### src/rtl/lei_pkg.sv
// constants, types and state layout of the link error injector and status block
package lei_pkg;
  // register indices; the byte address is four times the index
  localparam logic [7:0]  IDX_INJ_CFG   = 8'h11;
  localparam logic [7:0]  IDX_RSVD_12   = 8'h12;
  localparam logic [7:0]  IDX_PWR_DOWN  = 8'h13;
  localparam logic [7:0]  IDX_LOCK_STAT = 8'h14;
  localparam logic [7:0]  IDX_IRQ_STAT  = 8'h20;
  localparam logic [7:0]  IDX_IRQ_MASK  = 8'h21;
  localparam int          ADDR_W        = 12;
  // reset values
  localparam logic [7:0]  RST_INJ_CFG   = 8'h00;
  localparam logic [7:0]  RST_RSVD_12   = 8'h40;
  localparam logic [6:0]  RST_PD_LOW    = 7'h02;
  // field positions inside the injector configuration, power-down and lock status registers
  localparam int          CFG_RATE_LSB  = 6;
  localparam int          CFG_KIND_LSB  = 4;
  localparam int          CFG_QTY_LSB   = 2;
  localparam int          CFG_PER_BIT   = 1;
  localparam int          CFG_EN_BIT    = 0;
  localparam int          PD_SRST_BIT   = 7;
  localparam int          LOCK_WB_BIT   = 1;
  localparam int          LOCK_FAR_BIT  = 0;
  // interrupt status bit positions
  localparam int          EV_RUN_DONE   = 0;
  localparam int          EV_WB_CHANGE  = 1;
  localparam int          EV_FAR_CHANGE = 2;
  localparam int          EV_N          = 3;
  // spacing of errors in bits, per rate code
  localparam logic [23:0] PERIOD_0      = 24'h00_0A00;
  localparam logic [23:0] PERIOD_1      = 24'h00_A000;
  localparam logic [23:0] PERIOD_2      = 24'h0A_0000;
  localparam logic [23:0] PERIOD_3      = 24'hA0_0000;
  // per-bit hit thresholds on a 32-bit random word: 2^32 / spacing
  localparam logic [31:0] THRESH_0      = 32'h0019_999A;
  localparam logic [31:0] THRESH_1      = 32'h0001_999A;
  localparam logic [31:0] THRESH_2      = 32'h0000_199A;
  localparam logic [31:0] THRESH_3      = 32'h0000_019A;
  localparam logic [31:0] LFSR_SEED     = 32'hACE1_0001;
  localparam logic [31:0] LFSR_TAPS     = 32'h8020_0003;
  // error counts per quantity code; zero means unlimited
  localparam logic [10:0] QTY_1         = 11'h010;
  localparam logic [10:0] QTY_2         = 11'h080;
  localparam logic [10:0] QTY_3         = 11'h400;
  localparam logic [5:0]  SYMBOL_BITS   = 6'h0A;
  localparam logic [4:0]  SRST_CYCLES   = 5'h10;

  typedef enum logic [0:0] {
    SRST_IDLE = 1'b0,
    SRST_BUSY = 1'b1
  } lei_srst_state_type;

  typedef struct packed {
    logic                  pready;
    logic                  pslverr;
    logic [31:0]           prdata;
    logic [7:0]            inj_cfg;
    logic [7:0]            rsvd_12;
    logic [6:0]            pd_low;
    logic                  software_reset_request;
    lei_srst_state_type    srst_state;
    logic [4:0]            srst_count;
    logic                  device_reset;
    logic [2:0]            wb_sync;
    logic [2:0]            far_sync;
    logic                  control_word_boundary_locked;
    logic                  far_side_control_locked;
    logic [EV_N-1:0]       irq_status;
    logic [EV_N-1:0]       irq_mask;
    logic                  irq;
    logic [23:0]           bit_count;
    logic [31:0]           lfsr;
    logic [5:0]            burst_left;
    logic [10:0]           err_count;
    logic                  run_done;
    logic                  tx_bit;
    logic                  tx_valid;
  } lei_state_type;
endpackage : lei_pkg

### src/rtl/lei_injector.sv
// register bank, bit-error injector and control-channel lock status
//
// Overview of operation
// - the rate field sets the mean error spacing to 2560, 40960, 655360 or 10485760 bits.
// - the kind field makes each error flip one bit or corrupt two, three or four symbols, save the last error of a limited run, which flips one bit.
// - the quantity field allows unlimited errors or a run of 16, 128 or 1024 errors.
// - periodic select 1 spaces errors exactly by the rate, 0 spaces them randomly on average.
// - errors are produced only while the enable bit is 1, and writing 0 stops them.
// - writing 1 to power-down bit 7 resets the device and the bit clears itself when done.
// - a read-only bit shows 1 while the control channel holds its word boundary.
// - a read-only bit at position 0 shows 1 while the far-side control channel is locked.
`timescale 1ns/1ps
module lei_injector
  import lei_pkg::*;
(
  input  wire logic              pclk,
  input  wire logic              presetn,
  input  wire logic              clk_en,
  input  wire logic              psel,
  input  wire logic              penable,
  input  wire logic              pwrite,
  input  wire logic [ADDR_W-1:0] paddr,
  input  wire logic [31:0]       pwdata,
  output logic                   pready,
  output logic                   pslverr,
  output logic [31:0]            prdata,
  input  wire logic              wb_lock_pin,
  input  wire logic              far_lock_pin,
  input  wire logic              enc_bit,
  input  wire logic              enc_valid,
  output logic                   line_bit,
  output logic                   line_valid,
  output logic                   device_reset,
  output logic                   irq
);

  lei_state_type s;
  lei_state_type next_s;

  logic [7:0]      reg_idx;
  logic            idx_ok;
  logic            wr_take;
  logic            setup;
  logic [7:0]      rd_val;
  logic [1:0]      rate_code;
  logic [1:0]      kind_code;
  logic [1:0]      qty_code;
  logic            inj_en;
  logic [23:0]     period;
  logic [31:0]     thresh;
  logic [10:0]     qty_limit;
  logic [5:0]      burst_len;
  logic            hit;
  logic            fire;
  logic            flip;
  logic            in_burst;
  logic            idx_mapped;
  logic [EV_N-1:0] events;
  logic [31:0]     lfsr_step;
  logic [31:0]     lfsr_chain [0:32];

  assign pready       = s.pready;
  assign pslverr      = s.pslverr;
  assign prdata       = s.prdata;
  assign line_bit     = s.tx_bit;
  assign line_valid   = s.tx_valid;
  assign device_reset = s.device_reset;
  assign irq          = s.irq;

  // random mode moves the generator a whole word per valid bit: single
  // steps only shift the word, so hits would come in bunches
  assign lfsr_chain[0] = s.lfsr;
  for (genvar g = 0; g < 32; g++) begin : g_lfsr
    assign lfsr_chain[g+1] = lfsr_chain[g][0] ? ((lfsr_chain[g] >> 1) ^ LFSR_TAPS)
                                              : (lfsr_chain[g] >> 1);
  end

  always_comb begin
    reg_idx   = paddr[9:2];
    idx_ok    = (paddr[1:0] == 2'b00) && (paddr[ADDR_W-1:10] == '0);
    setup     = psel && !penable && !s.pready;
    wr_take   = psel && penable && s.pready && pwrite && !s.pslverr;
    rate_code = s.inj_cfg[CFG_RATE_LSB +: 2];
    kind_code = s.inj_cfg[CFG_KIND_LSB +: 2];
    qty_code  = s.inj_cfg[CFG_QTY_LSB +: 2];
    // injector held off during a software reset
    inj_en    = s.inj_cfg[CFG_EN_BIT] && (s.srst_state == SRST_IDLE);
    unique case (rate_code)
      2'b00: begin
        period = PERIOD_0;
        thresh = THRESH_0;
      end
      2'b01: begin
        period = PERIOD_1;
        thresh = THRESH_1;
      end
      2'b10: begin
        period = PERIOD_2;
        thresh = THRESH_2;
      end
      2'b11: begin
        period = PERIOD_3;
        thresh = THRESH_3;
      end
    endcase
    // a zero limit lets the run go on for ever
    unique case (qty_code)
      2'b00: begin
        qty_limit = '0;
      end
      2'b01: begin
        qty_limit = QTY_1;
      end
      2'b10: begin
        qty_limit = QTY_2;
      end
      2'b11: begin
        qty_limit = QTY_3;
      end
    endcase
    // symbol errors span whole 10-bit codes
    unique case (kind_code)
      2'b00: begin
        burst_len = 6'h01;
      end
      2'b01: begin
        burst_len = 6'(2 * SYMBOL_BITS);
      end
      2'b10: begin
        burst_len = 6'(3 * SYMBOL_BITS);
      end
      2'b11: begin
        burst_len = 6'(4 * SYMBOL_BITS);
      end
    endcase
    lfsr_step = lfsr_chain[32];
    in_burst  = (s.burst_left != '0);
    // periodic mode hits on the counter wrap, random mode on a threshold
    if (s.inj_cfg[CFG_PER_BIT]) begin
      hit = (s.bit_count == period - 24'h00_0001);
    end else begin
      hit = (s.lfsr < thresh);
    end
    // a hit inside a running burst is dropped so bursts never merge
    fire = inj_en && enc_valid && hit && !s.run_done && !in_burst;
    // symbol bursts invert the first bit and every second one after it; the last burst of a limited run stops after its first bit
    flip = inj_en && enc_valid && !s.run_done &&
           (fire || (in_burst && !s.burst_left[0]));
  end

  // one decode serves read data and the refusal of unmapped indices
  always_comb begin
    idx_mapped = 1'b1;
    unique case (reg_idx)
      IDX_INJ_CFG: begin
        rd_val = s.inj_cfg;
      end
      IDX_RSVD_12: begin
        rd_val = s.rsvd_12;
      end
      IDX_PWR_DOWN: begin
        rd_val = {s.software_reset_request, s.pd_low};
      end
      IDX_LOCK_STAT: begin
        rd_val = {6'h00, s.control_word_boundary_locked,
                  s.far_side_control_locked};
      end
      IDX_IRQ_STAT: begin
        rd_val = {5'h00, s.irq_status};
      end
      IDX_IRQ_MASK: begin
        rd_val = {5'h00, s.irq_mask};
      end
      default: begin
        rd_val     = 8'h00;
        idx_mapped = 1'b0;
      end
    endcase
  end

  always_comb begin
    next_s = s;
    events = '0;

    // bus answer one cycle after setup
    next_s.pready = setup;
    if (setup) begin
      next_s.pslverr = !idx_ok || !idx_mapped;
      // a refused access answers with zero data
      next_s.prdata  = (idx_ok && idx_mapped) ? {24'h00_0000, rd_val} : 32'h0000_0000;
    end else begin
      // answer stands for one cycle only
      next_s.pslverr = 1'b0;
      next_s.prdata  = 32'h0000_0000;
    end

    // pin synchronisers, three stages
    next_s.wb_sync  = {s.wb_sync[1:0], wb_lock_pin};
    next_s.far_sync = {s.far_sync[1:0], far_lock_pin};
    if (s.wb_sync[1] == s.wb_sync[2]) begin
      next_s.control_word_boundary_locked = s.wb_sync[2];
      events[EV_WB_CHANGE] = (s.wb_sync[2] != s.control_word_boundary_locked);
    end
    if (s.far_sync[1] == s.far_sync[2]) begin
      next_s.far_side_control_locked = s.far_sync[2];
      events[EV_FAR_CHANGE] = (s.far_sync[2] != s.far_side_control_locked);
    end

    // injector datapath on the encoded stream
    next_s.tx_valid = enc_valid;
    next_s.tx_bit   = enc_bit ^ flip;
    if (enc_valid) begin
      next_s.lfsr = lfsr_step;
      if (inj_en) begin
        next_s.bit_count = hit ? 24'h00_0000 : s.bit_count + 24'h00_0001;
      end
      if (fire) begin
        next_s.burst_left = burst_len - 6'h01;
        next_s.err_count  = s.err_count + 11'h001;
        if ((qty_limit != '0) && (s.err_count + 11'h001 == qty_limit)) begin
          next_s.run_done = 1'b1;
          events[EV_RUN_DONE] = 1'b1;
        end
      end else if (in_burst) begin
        next_s.burst_left = s.burst_left - 6'h01;
      end
    end
    if (!inj_en) begin
      // disabled: stop at once and arm a fresh run
      next_s.bit_count  = '0;
      next_s.burst_left = '0;
      next_s.err_count  = '0;
      next_s.run_done   = 1'b0;
    end

    // register writes; reserved fields are stored as written
    if (wr_take) begin
      unique case (reg_idx)
        IDX_INJ_CFG: begin
          next_s.inj_cfg = pwdata[7:0];
        end
        IDX_RSVD_12: begin
          next_s.rsvd_12 = pwdata[7:0];
        end
        IDX_PWR_DOWN: begin
          next_s.pd_low = pwdata[6:0];
          if (pwdata[PD_SRST_BIT]) begin
            next_s.software_reset_request = 1'b1;
          end
        end
        IDX_IRQ_MASK: begin
          next_s.irq_mask = pwdata[EV_N-1:0];
        end
        IDX_IRQ_STAT: begin
          next_s.irq_status = s.irq_status & ~pwdata[EV_N-1:0];
        end
        default:      next_s.irq_mask = s.irq_mask;
      endcase
    end
    // set wins over a same-cycle clear
    next_s.irq_status = next_s.irq_status | events;

    // software reset sequence
    unique case (s.srst_state)
      SRST_IDLE: begin
        if (s.software_reset_request) begin
          next_s.srst_state   = SRST_BUSY;
          next_s.srst_count   = SRST_CYCLES;
          next_s.device_reset = 1'b1;
        end
      end
      SRST_BUSY: begin
        next_s.srst_count = s.srst_count - 5'h01;
        if (s.srst_count == 5'h01) begin
          // reset done: defaults back, request bit clears itself
          next_s.srst_state             = SRST_IDLE;
          next_s.device_reset           = 1'b0;
          next_s.software_reset_request = 1'b0;
          next_s.inj_cfg                = RST_INJ_CFG;
          next_s.rsvd_12                = RST_RSVD_12;
          next_s.pd_low                 = RST_PD_LOW;
          next_s.irq_mask               = '0;
          next_s.irq_status             = '0;
        end
      end
    endcase

    next_s.irq = |(next_s.irq_status & next_s.irq_mask);
  end

  always_ff @(posedge pclk or negedge presetn) begin
    if (!presetn) begin
      s            <= '0;
      s.inj_cfg    <= RST_INJ_CFG;
      s.rsvd_12    <= RST_RSVD_12;
      s.pd_low     <= RST_PD_LOW;
      s.srst_state <= SRST_IDLE;
      s.lfsr       <= LFSR_SEED;
    end else if (clk_en) begin
      s <= next_s;
    end
  end

endmodule : lei_injector

### config.mk
export PLATFORM = sky130hd
export DESIGN_NAME = lei_injector
export DESIGN_NICKNAME = d
export VERILOG_FILES = /design/src/rtl/lei_pkg.sv /design/src/rtl/lei_injector.sv
export SDC_FILE = /design/constraint.sdc
export NUM_CORES = 1
export LEC_CHECK = 0
export ABC_AREA = 1
export BUFFER_PORTS_ARGS = -buffer_cell sky130_fd_sc_hd__buf_2
export CAP_MARGIN = 30
export CORE_ASPECT_RATIO = 1.4
export CORE_UTILIZATION = 37
export CTS_CLUSTER_DIAMETER = 120
export DETAILED_ROUTE_END_ITERATION = 8
export PLACE_DENSITY = 0.58
export SYNTH_ARGS = -nofsm -noshare
export SYNTH_HDL_FRONTEND = slang
export SYNTH_SLANG_ARGS = --single-unit
export TNS_END_PERCENT = 50
### constraint.sdc
create_clock -name pclk -period 6.25 [get_ports pclk]
set_clock_uncertainty 0.15 [all_clocks]
set_input_delay 0.9375 -clock pclk [delete_from_list [all_inputs] [get_ports pclk]]
set_output_delay 0.9375 -clock pclk [all_outputs]
set_load 0.1 [all_outputs]
Yosys cells after proc, flatten, opt, wreduce, memory -nomap -nowiden
Index checks and enable logic that the tools add are counted.
- $lt $le $gt $ge: 1
- $add $sub $neg: 6
- muxes and demuxes: 69
- reduce and logical (&&, ||, !) cells: 45
- bitwise operators: 38
- eq/ne operators: 28
- operator list (operator ; count):
    2-to-1 mux 32 bit ; 32
    NOT 3 -> 4 bit ; 32
    case mux 32 bit (4 select lines) ; 1
    2-to-1 mux 24 bit ; 4
    case mux 24 bit (4 select lines) ; 1
    2-to-1 mux 74 bit ; 1
    case mux 8 bit (6 select lines) ; 1
    case mux 11 bit (4 select lines) ; 1
    2-to-1 mux 33 bit ; 1
    == test 8 x 5 -> 1 bit, second input constant ; 4
    < comparator 32 bit ; 1
    2-to-1 mux 8 bit ; 4
    2-to-1 mux 6 bit ; 5
    2-to-1 mux 25 bit ; 1
    adder 24 x 1 -> 24 bit, second input constant ; 1
    == test 24 bit ; 1
    case mux 6 bit (4 select lines) ; 1
    subtractor 24 x 1 -> 24 bit, second input constant ; 1
    2-to-1 mux 18 bit ; 1
    logical AND 1 bit ; 17
    == test 8 x 6 -> 1 bit, second input constant ; 2
    case mux 7 bit (2 select lines) ; 1
    == test 2 bit, second input constant ; 6
    2-to-1 mux 12 bit ; 1
    other kinds (29) ; 66
- output and inout bits: 38
- flip-flop bits (word level): 156

Depth between registers and ports, before layout
Gate-level depths: netlist (run 1).
- depth in word-level cells: 66
- gate-level depth with buffers: 48
- mapped depth without buffers: 47

Worst setup path before layout (run 1)
No wires, ideal clock.
- path type: register to register
- start point: reg s, in the netlist lfsr_chain[1024]
- end point: reg s, in the netlist lfsr_chain[1025]
- path buffers: 1
- path slack: 1.834 ns
- cell stages (with the launch flop): 45
- arrival: 4.148 ns
- cells stage by stage: dfstp_2 > buf_6 > inv_2 > nand2_1 > nand3_2 > nand3_1 > nand2_1 > nand2_1 > nand3_2 > nand2_1 > nand2_1 > nand2_2 > nand2_2 > nand2_2 > nand2_2 > nand2_1 > nand2_1 > nand3_1 > [9 not listed] > nand2_2 > nand2_2 > nand2_4 > inv_2 > nand2_2 > nand2_2 > nand2_2 > nand3_2 > nand2_2 > nand2_2 > nand3_1 > nand3_2 > nand2_2 > nand2_2 > nand3_1 > nand3_1 > nand3_1 > nand2_1
- longest elaborated chain between the ends: 47
- elaborated cells between the ends (all ways): 63
- those cells by class: mux (32); bitwise (31)
- RTL lines (element ; line ; source):
    from (decl) ; lei_injector.sv:37 ; lei_state_type s;
    from (signal assigned) ; lei_injector.sv:300 ; s <= next_s;
    2-to-1 mux 32 bit * ; lei_injector.sv:74 ; assign lfsr_chain[g+1] = lfsr_chain[g][0] ? ((lfsr_chain[g] >> 1) ^ LFSR_TAPS)
    NOT 3 -> 4 bit (no source line) / 2-to-1 mux 32 bit (equally long branches) ; - ;
    2-to-1 mux 32 bit * (2 in a row) ; lei_injector.sv:74 ;
    NOT 3 -> 4 bit (no source line) / 2-to-1 mux 32 bit (equally long branches) ; - ;
    2-to-1 mux 32 bit * (2 in a row) ; lei_injector.sv:74 ;
    NOT 3 -> 4 bit (no source line) / 2-to-1 mux 32 bit (equally long branches) ; - ;
    2-to-1 mux 32 bit * (2 in a row) ; lei_injector.sv:74 ;
    NOT 3 -> 4 bit (no source line) / 2-to-1 mux 32 bit (equally long branches) ; - ;
    [23 not listed] ; - ;
    NOT 3 -> 4 bit (no source line) / 2-to-1 mux 32 bit (equally long branches) ; - ;
    2-to-1 mux 32 bit * (2 in a row) ; lei_injector.sv:74 ;
    NOT 3 -> 4 bit (no source line) / 2-to-1 mux 32 bit (equally long branches) ; - ;
    2-to-1 mux 32 bit * (2 in a row) ; lei_injector.sv:74 ;
    NOT 3 -> 4 bit (no source line) / 2-to-1 mux 32 bit (equally long branches) ; - ;
    2-to-1 mux 32 bit * (3 in a row) ; lei_injector.sv:74 ;
    NOT 3 -> 4 bit (no source line) / 2-to-1 mux 32 bit (equally long branches) ; - ;
    2-to-1 mux 32 bit * (2 in a row) ; lei_injector.sv:74 ;
Every way passes the cells marked *; elsewhere a longest branch is shown, timed or not.
A chain may end at the register's enable or synchronous reset.

Final worst setup path (run 1)
Ends and elaborated chain as after synthesis.

==> results.sh, run 1 <==
export IMPL_outcome="finished, violations left"
export IMPL_violations="design-rule violations"
export IMPL_cts_buffers=17
export IMPL_routed_wl_um=20640
export IMPL_tightest_slew_ns=0.9909
export IMPL_ys_ff_latch=132
export IMPL_fillers=2337
export IMPL_fin_ws_ns=0.7663
export IMPL_viasPerCell=4.920
export IMPL_grt_pass1_wl_um=34240
export IMPL_antenna_found_initial=0
export IMPL_fmax_mhz=182.4
export IMPL_syn_inst=1094
export IMPL_grt_max_degree=83
export IMPL_final_hold_viol_count=0
export IMPL_cp_depth=41
export IMPL_min_path_type="reg2reg"
export IMPL_hold_depth=2
export IMPL_setup_viol=0
export IMPL_clock_sinks=132
export IMPL_antennaDiodeCount=0
export IMPL_synthTopCellsByArea="dfrtp_1 (36%), nand2_1 (9.6%), inv_1 (6.4%)"
export IMPL_ctsRootBufferMaster="clkbuf_16"
export IMPL_dpl_hpwl_um=15360
export IMPL_holdBufCountCts=0
export IMPL_postCtsSetupRepairBufs=0
export IMPL_grtUsageTotal_pct=18.83
export IMPL_port_buffers=43
export IMPL_first_pass_iters=7
export IMPL_start_util_pct=37.65
export IMPL_drc_errors=2
export IMPL_ios=92
export IMPL_vias=7114
export IMPL_crit_family="simple AND/OR/NAND/NOR gates"
export IMPL_drt_iter0_drc=322
export IMPL_synth_cell_types=45
export IMPL_period_share_pct=87.74
export IMPL_cpMaxStageDelayCell="dfstp_2"
export IMPL_final_antenna_net_count=0
export IMPL_h_tree_depth=4
export IMPL_grt_remaining_overflow=0
export IMPL_die_area_mm2=0.02346
export IMPL_grt_setup_unrepaired="no"
export IMPL_wl_per_cell_um=14.27
export IMPL_dieWidth_um=129.7
export IMPL_critPathCaptureType="register"
export IMPL_grt_pass1_vias=6950
export IMPL_path_buf_inv=2
export IMPL_clkTransAtPathRegs_ns=0.06
export IMPL_core_area_mm2=0.02245
export IMPL_gp_congestion=0.8894
export IMPL_die_h_um=180.8
export IMPL_drv_slew=0
export IMPL_rows=65
export IMPL_rr_worst_depth=41
export IMPL_synth_top_area_share_pct=35.83
export IMPL_cts_repair_resize_count=0
export IMPL_layout_drive_gt1_share_pct=13.71
export IMPL_synth_top_area_cell="dfrtp_1"
export IMPL_tns_ns=0
export IMPL_synth_warnings=0
export IMPL_worstPathArrival_ns=5.64
export IMPL_clk_latency_ns=0.42
export IMPL_cts_tree="done"
export IMPL_maxCapViolations=0
export IMPL_yosysSeqAreaShare_pct=39.25
export IMPL_netlist_area_mm2=0.008452
export IMPL_relSlewSlack_pct=33.76
export IMPL_worstPathRequired_ns=6.41
export IMPL_nets=1201
export IMPL_worstSetupPathType="reg2reg"
export IMPL_placed_area_mm2=0.008846
export IMPL_post_route_min_period_ns=5.484
export IMPL_cp_max_fo=7
export IMPL_synth_area_per_cell_um2=7.726
export IMPL_start_kind="register"
export IMPL_slowest_delay_ns=0.67
export IMPL_crit_path_frequent_cell="nand2_1"
export IMPL_clk_path_buf_depth=2
export IMPL_syn2layout_area_growth_pct=11.69
export IMPL_pre_cts_ws_ns=0.7536
export IMPL_final_area_mm2=0.009440
## path summary, 6_finish.rpt
path,slack (ns),start,endpoint
setup / recovery,0.77,lfsr_chain[1024],lfsr_chain[1025]
hold / removal,0.32,line_valid,line_valid
setup reg to reg,0.77,lfsr_chain[1024],lfsr_chain[1025]
hold reg to reg,0.32,line_valid,line_valid
max in group asynchronous,4.34,presetn,s[79]
min in group asynchronous,0.40,presetn,s[61]
## per-stage QoR
| step | hold slack, ns | instances | utilization, % |
|---|---|---|---|
| final | 0.3162 | 1446 | 42.06 |
| after floorplan | 0.2922 | 1117 | - |
| after CTS | 0.3234 | 1444 | 41.99 |
| after detailed placement | 0.3077 | 1412 | 39.41 |
| after global routing | 0.3404 | 1446 | 42.06 |
| after global placement | 0.3054 | 1412 | 39.41 |
## cells by family (layout without fill, tap and decap cells)
logic type                 after synthesis  in the layout  share of synthesized area, %
DFF                                    132            132                         39.24
AOI/OAI and AO/OA                      182            182                         12.83
and+or+nand+nor                        496            496                         27.19
adders and majority gates               15             15                         2.221
other                                    1             24                       0.04437
xor gates and xnor gates                61             61                         7.742
buffers and inverters                  207            235                         10.72
## flip-flops by register name, summed over array words and instances, names as in the netlist
signal        flops
s                76
lfsr_chain       32
prdata            8
next_s            4
kind_code         2
qty_code          2
rate_code         2
device_reset      1
irq               1
line_bit          1
line_valid        1
pready            1
pslverr           1
## worst register-to-register path: cells and delay by family (launching register included)
kind	cells	cell delay, ns
XOR/XNOR	1	0.42
buffers and inverters	2	0.18
flip-flops	1	0.67
AND/OR/NAND/NOR	38	3.98
## cell usage in the layout, fill, tap and decap left out, types with 4 or more instances in the layout
master / Yosys / layout
nand2_2: 31 / 31
o21ai_0: 79 / 78
a31oi_1: 7 / 7
nor3_1: 16 / 16
xnor2_1: 9 / 9
nor4_1: 10 / 10
o32ai_1: 6 / 6
a21oi_1: 22 / 22
xnor3_1: 6 / 6
nand3_2: 16 / 16
o22ai_1: 30 / 30
nand2_1: 216 / 216
buf_2: 1 / 42
ha_1: 15 / 15
nor2_1: 96 / 96
a221oi_1: 6 / 6
conb_1: 1 / 24
xor2_1: 43 / 43
dfstp_2: 11 / 11
inv_2: 7 / 7
clkinv_4: 0 / 4
inv_1: 144 / 144
nand4_1: 13 / 13
nand2_4: 6 / 6
dfrtp_1: 121 / 121
clkbuf_16: 0 / 17
buf_4: 32 / 8
nand3_1: 85 / 85
o21a_1: 4 / 4
a211oi_1: 18 / 18
## Yosys cell counts
library cell    n
o32ai_1         6
nor3b_1         2
buf_1           1
nand3b_2        1
nand3b_1        3
xor2_1         43
or4_1           1
a2111oi_0       2
clkinv_1        1
a221oi_1        6
inv_2           7
o21ai_1         1
o41ai_1         2
xnor3_2         1
nor2_1         96
nor3_1         16
nand3_1        85
buf_6           1
o31ai_1         2
ha_1           15
nand2_2        31
nand4_1        13
nand2_1       216
conb_1          1
xnor2_2         1
a31oi_1         7
o21ai_0        79
o22ai_1        30
dfrtp_1       121
buf_2           1
a21oi_1        22
xnor3_1         6
nand3_2        16
o211ai_1        2
buf_4          32
nand2_4         6
dfstp_2        11
a211oi_1       18
xor3_1          1
nor4_1         10
inv_1         144
a21boi_0        1
clkbuf_1       20
xnor2_1         9
o21a_1          4
## final cells by class
| cell class | instances | area (um^2) | share of cell area, % |
|---|---|---|---|
| Clock buffer | 19 | 452.9 | 4.798 |
| Clock inverter | 13 | 126.4 | 1.339 |
| Inverter | 152 | 570.5 | 6.044 |
| Multi-Input combinational cell | 778 | 4315 | 45.71 |
| Sequential cell | 132 | 3317 | 35.14 |
| Tap cell | 301 | 376.6 | 3.989 |
| Timing Repair Buffer | 51 | 281.5 | 2.982 |
## layer usage
layer  part of all wire (%)  vias to the layer above  routed length (um)  global-route usage (%)
li1                       -                     3642                   -                       -
met1                     42                     3339                8606                   21.68
met2                     53                      109               11020                   34.35
met3                    2.6                       24                 536                   3.317
met4                    2.3                        0                 470                   6.465
met5                      0                        -                   0                       0
Power of run 1 is not shown: default switching activity piles up to over one toggle a cycle in this logic, so the estimate is an artifact.
==> inputs of run 2 (changes only) <==
--- a/config.mk
+++ b/config.mk
@@ -8,11 +8,13 @@
 export ABC_AREA = 1
 export BUFFER_PORTS_ARGS = -buffer_cell sky130_fd_sc_hd__buf_2
 export CAP_MARGIN = 30
+export CELL_PAD_IN_SITES_DETAIL_PLACEMENT = 1
+export CELL_PAD_IN_SITES_GLOBAL_PLACEMENT = 1
 export CORE_ASPECT_RATIO = 1.4
 export CORE_UTILIZATION = 37
 export CTS_CLUSTER_DIAMETER = 120
 export DETAILED_ROUTE_END_ITERATION = 8
-export PLACE_DENSITY = 0.58
+export PLACE_DENSITY = 0.73
 export SYNTH_ARGS = -nofsm -noshare
 export SYNTH_HDL_FRONTEND = slang
 export SYNTH_SLANG_ARGS = --single-unit
==> results.sh, run 2 (synthesized netlist as in run 1, its figures left out) <==
export IMPL_drc_errors=0
export IMPL_h_tree_depth=4
export IMPL_relSlewSlack_pct=26.63
export IMPL_tns_ns=0
export IMPL_grt_pass1_vias=7811
export IMPL_top_layer="met4"
export IMPL_syn2layout_area_growth_pct=11.72
export IMPL_worstPathArrival_ns=5.68
export IMPL_ctsRootBufferMaster="clkbuf_16"
export IMPL_largest_reg_flops=76
export IMPL_final_cell_mix="nand2_1 (216), inv_1 (144), dfrtp_1 (121), nor2_1 (96), nand3_1 (85)"
export IMPL_post_route_min_period_ns=5.517
export IMPL_grt_setup_unrepaired="no"
export IMPL_clk_latency_ns=0.43
export IMPL_rr_worst_depth=41
export IMPL_largest_register="s"
export IMPL_grt_max_degree=99
export IMPL_layout_drive_gt1_share_pct=13.55
export IMPL_dieWidth_um=129.7
export IMPL_dr_wl_met2_um=12580
export IMPL_drt_met1_wl_um=9517
export IMPL_critPathCaptureType="register"
export IMPL_nets=1200
export IMPL_fmax_mhz=181.3
export IMPL_cpMaxStageDelayCell="dfstp_2"
export IMPL_viasPerCell=5.125
export IMPL_worstPathRequired_ns=6.41
export IMPL_grt_remaining_overflow=0
export IMPL_cts_repair_resize_count=0
export IMPL_postCtsSetupRepairBufs=0
export IMPL_first_pass_iters=6
export IMPL_die_area_mm2=0.02346
export IMPL_multi_input_area_mm2=0.004320
export IMPL_clock_sinks=132
export IMPL_outcome="finished clean"
export IMPL_clk_path_buf_depth=2
export IMPL_core_area_mm2=0.02245
export IMPL_ios=92
export IMPL_grtUsageTotal_pct=21.35
export IMPL_routed_wl_um=23110
export IMPL_die_h_um=180.8
export IMPL_drv_slew=0
export IMPL_clkTransAtPathRegs_ns=0.06
export IMPL_drt_iter0_drc=239
export IMPL_min_path_type="in2async"
export IMPL_vias=7406
export IMPL_dr_wl_met3_um=611
export IMPL_rows=65
export IMPL_start_kind="register"
export IMPL_final_antenna_net_count=0
export IMPL_holdBufCountCts=0
export IMPL_tightest_slew_ns=1.097
export IMPL_mostFrequentLayoutCell="nand2_1"
export IMPL_setup_viol=0
export IMPL_maxCapViolations=0
export IMPL_antenna_found_initial=0
export IMPL_cts_tree="done"
export IMPL_final_hold_viol_count=0
export IMPL_dpl_hpwl_um=17210
export IMPL_wl_per_cell_um=15.99
export IMPL_hold_ws_ns=0.2648
export IMPL_port_buffers=43
export IMPL_grt_pass1_wl_um=38920
export IMPL_start_util_pct=37.65
export IMPL_worstSetupPathType="reg2reg"
export IMPL_cp_max_fo=7
export IMPL_seq_area_mm2=0.003317
export IMPL_fillers=2828
export IMPL_cts_buffers=17
export IMPL_gp_congestion=0.7994
export IMPL_slowest_delay_ns=0.63
export IMPL_period_share_pct=88.27
export IMPL_crit_path_frequent_cell="nand2_2"
export IMPL_antennaDiodeCount=0
## run 2: worst paths after layout
kind,from,to,slack [ns]
worst max-delay path,lfsr_chain[1024],lfsr_chain[1025],0.73
min in group pclk,line_bit,line_bit,0.33
worst min register to register,line_bit,line_bit,0.33
max in group asynchronous,presetn,s[107],4.49
worst max register to register,lfsr_chain[1024],lfsr_chain[1025],0.73
worst min-delay path,presetn,s[7],0.26
## run 2: cell type report
class,count,share of cell area [%]
flip-flops and latches,132,35.13
clock buffers,21,4.876
repair buffers,50,3.114
inverters,152,6.042
well taps,301,3.988
clock inverters,11,1.100
multi-input cells,778,45.75
## run 2: per-stage QoR
stage                     cell area (um^2)  util [%]  instances  setup WS, ns
final                                 9443     42.07       1445        0.7329
after CTS                             9408     41.91       1443        0.6551
after global placement                8843     39.40       1411        0.8127
after floorplan                       8538         -       1117         1.834
after detailed placement              8843     39.40       1411        0.6962
after global routing                  9443     42.07       1445        0.1555
## run 2: critical path, delay by kind of cell (launching register included)
| family | cells | cell delay (ns) |
|---|---|---|
| flops | 1 | 0.63 |
| simple gates | 38 | 4.03 |
| buf+inv | 2 | 0.17 |
| xor+xnor | 1 | 0.39 |
## run 2: metal layers
metal / track usage, % / up-vias
met4: 5.907 / 0
met5: 0 / -
li1: - / 3631
met3: 3.968 / 19
met2: 39.94 / 104
met1: 24.17 / 3652
Power of run 2 is left out for the same reason.
==> inputs of run 3 (changes only) <==
--- a/config.mk
+++ b/config.mk
@@ -6,7 +6,7 @@
 export NUM_CORES = 1
 export LEC_CHECK = 0
 export ABC_AREA = 1
-export BUFFER_PORTS_ARGS = -buffer_cell sky130_fd_sc_hd__buf_2
+export BUFFER_PORTS_ARGS = -buffer_cell sky130_fd_sc_hd__buf_4
 export CAP_MARGIN = 30
 export CELL_PAD_IN_SITES_DETAIL_PLACEMENT = 1
 export CELL_PAD_IN_SITES_GLOBAL_PLACEMENT = 1
==> results.sh, run 3 (synthesized netlist as in run 1, its figures left out) <==
export IMPL_grt_remaining_overflow=0
export IMPL_cpMaxStageDelayCell="dfstp_2"
export IMPL_slowest_delay_ns=0.63
export IMPL_wl_per_cell_um=16.47
export IMPL_drt_iter0_drc=272
export IMPL_cts_tree="done"
export IMPL_h_tree_depth=4
export IMPL_drv_slew=0
export IMPL_tightest_slew_ns=1.032
export IMPL_clk_latency_ns=0.43
export IMPL_outcome="finished clean"
export IMPL_worstSetupPathType="reg2reg"
export IMPL_syn2layout_area_growth_pct=13.35
export IMPL_worstPathArrival_ns=5.78
export IMPL_grt_max_degree=94
export IMPL_drc_errors=0
export IMPL_dieWidth_um=129.7
export IMPL_ios=92
export IMPL_grtUsageTotal_pct=21.81
export IMPL_r2r_start="lfsr_chain[1024]"
export IMPL_maxCapViolations=0
export IMPL_grt_setup_unrepaired="no"
export IMPL_crit_family="simple AND/OR/NAND/NOR gates"
export IMPL_clock_sinks=132
export IMPL_crit_path_frequent_cell="nand2_2"
export IMPL_critPathCaptureType="register"
export IMPL_antenna_found_initial=0
export IMPL_relSlewSlack_pct=30.94
export IMPL_mostFrequentLayoutCell="nand2_1"
export IMPL_start_util_pct=37.65
export IMPL_clkTransAtPathRegs_ns=0.07
export IMPL_fmax_mhz=178.5
export IMPL_tns_ns=0
export IMPL_final_antenna_net_count=0
export IMPL_period_share_pct=89.64
export IMPL_gp_congestion=0.7860
export IMPL_cts_repair_resize_count=0
export IMPL_port_buffers=43
export IMPL_setup_viol=0
export IMPL_min_path_type="reg2reg"
export IMPL_regToRegSetupSlack_ns=0.65
export IMPL_clk_path_buf_depth=2
export IMPL_cts_buffers=17
export IMPL_path_buf_inv=1
export IMPL_cp_endpoint="lfsr_chain[1025]"
export IMPL_antennaDiodeCount=0
export IMPL_die_h_um=180.8
export IMPL_r2r_end="lfsr_chain[1025]"
export IMPL_die_area_mm2=0.02346
export IMPL_post_route_min_period_ns=5.602
export IMPL_postCtsSetupRepairBufs=0
export IMPL_final_cell_mix="nand2_1 (216), inv_1 (144), dfrtp_1 (121), nor2_1 (96), nand3_1 (85)"
export IMPL_fin_cells=1444
export IMPL_nets=1199
export IMPL_ctsRootBufferMaster="clkbuf_16"
export IMPL_core_area_mm2=0.02245
export IMPL_final_area_mm2=0.009580
export IMPL_final_hold_viol_count=0
export IMPL_start_kind="register"
export IMPL_largest_register="s"
export IMPL_grt_pass1_wl_um=39990
export IMPL_critPathLaunch="lfsr_chain[1024]"
export IMPL_dp_cells=1411
export IMPL_cp_max_fo=7
export IMPL_dpl_hpwl_um=17490
export IMPL_first_pass_iters=4
export IMPL_viasPerCell=5.145
export IMPL_placed_area_mm2=0.008949
export IMPL_rr_worst_depth=43
export IMPL_largest_reg_flops=76
export IMPL_rows=65
export IMPL_layout_drive_gt1_share_pct=13.65
export IMPL_holdBufCountCts=0
export IMPL_worstPathRequired_ns=6.42
export IMPL_hold_start="next_s[89]"
export IMPL_vias=7430
export IMPL_grt_pass1_vias=7991
export IMPL_cp_depth=43
export IMPL_routed_wl_um=23780
-- run 3: cell count changes in the layout (fill, tap and decap cells not counted), sizes merged --
cell	change
inv	+6
bufinv	+2
clkinvlp	-1
clkinv	-3
clkbuf	-4
buf	-1
-- run 3: per-stage QoR --
step	hold WS (ns)	setup slack, ns	util (%)
floorplan	0.2922	1.834	-
global placement	0.3065	0.8414	39.87
detailed placement	0.3127	0.6494	39.87
CTS	0.3293	0.5956	42.63
global route	0.3500	0.1398	42.68
finish	0.3329	0.6476	42.68
-- run 3: how the worst min path moves through the flow --
stage | slack [ns] | cells after the start | endpoint
floorplan | 0.29 | 2 | next_s[89]
global placement | 0.31 | 2 | next_s[89]
detailed placement | 0.31 | 2 | next_s[89]
CTS | 0.33 | 2 | next_s[89]
global route | 0.35 | 2 | next_s[89]
finish | 0.33 | 2 | next_s[89]
-- run 3: layer usage --
| layer | global-route usage (%) | up-vias | wire length [um] |
|---|---|---|---|
| met2 | 41.16 | 93 | 13040 |
| met1 | 24.10 | 3674 | 9660 |
| li1 | - | 3629 | - |
| met4 | 8.093 | 0 | 585 |
| met3 | 3.109 | 34 | 492 |
| met5 | 0 | - | 0 |
-- run 3: area by class of cell --
| cell class | count | area (um^2) |
|---|---|---|
| well taps | 301 | 376.6 |
| multi-input cells | 778 | 4320 |
| flip-flops and latches | 132 | 3317 |
| clock inverters | 15 | 195.2 |
| repair buffers | 49 | 375.4 |
| fillers | 2814 | 12870 |
| inverters | 152 | 570.5 |
| clock buffers | 17 | 425.4 |
-- run 3: worst reg2reg max path: cells and delay by family (launching register included) --
kind,cells,cell delay [ns]
AND/OR/NAND/NOR,42,4.65
flip-flops,1,0.63
buffers and inverters,1,0.08
Power of run 3 is left out for the same reason.
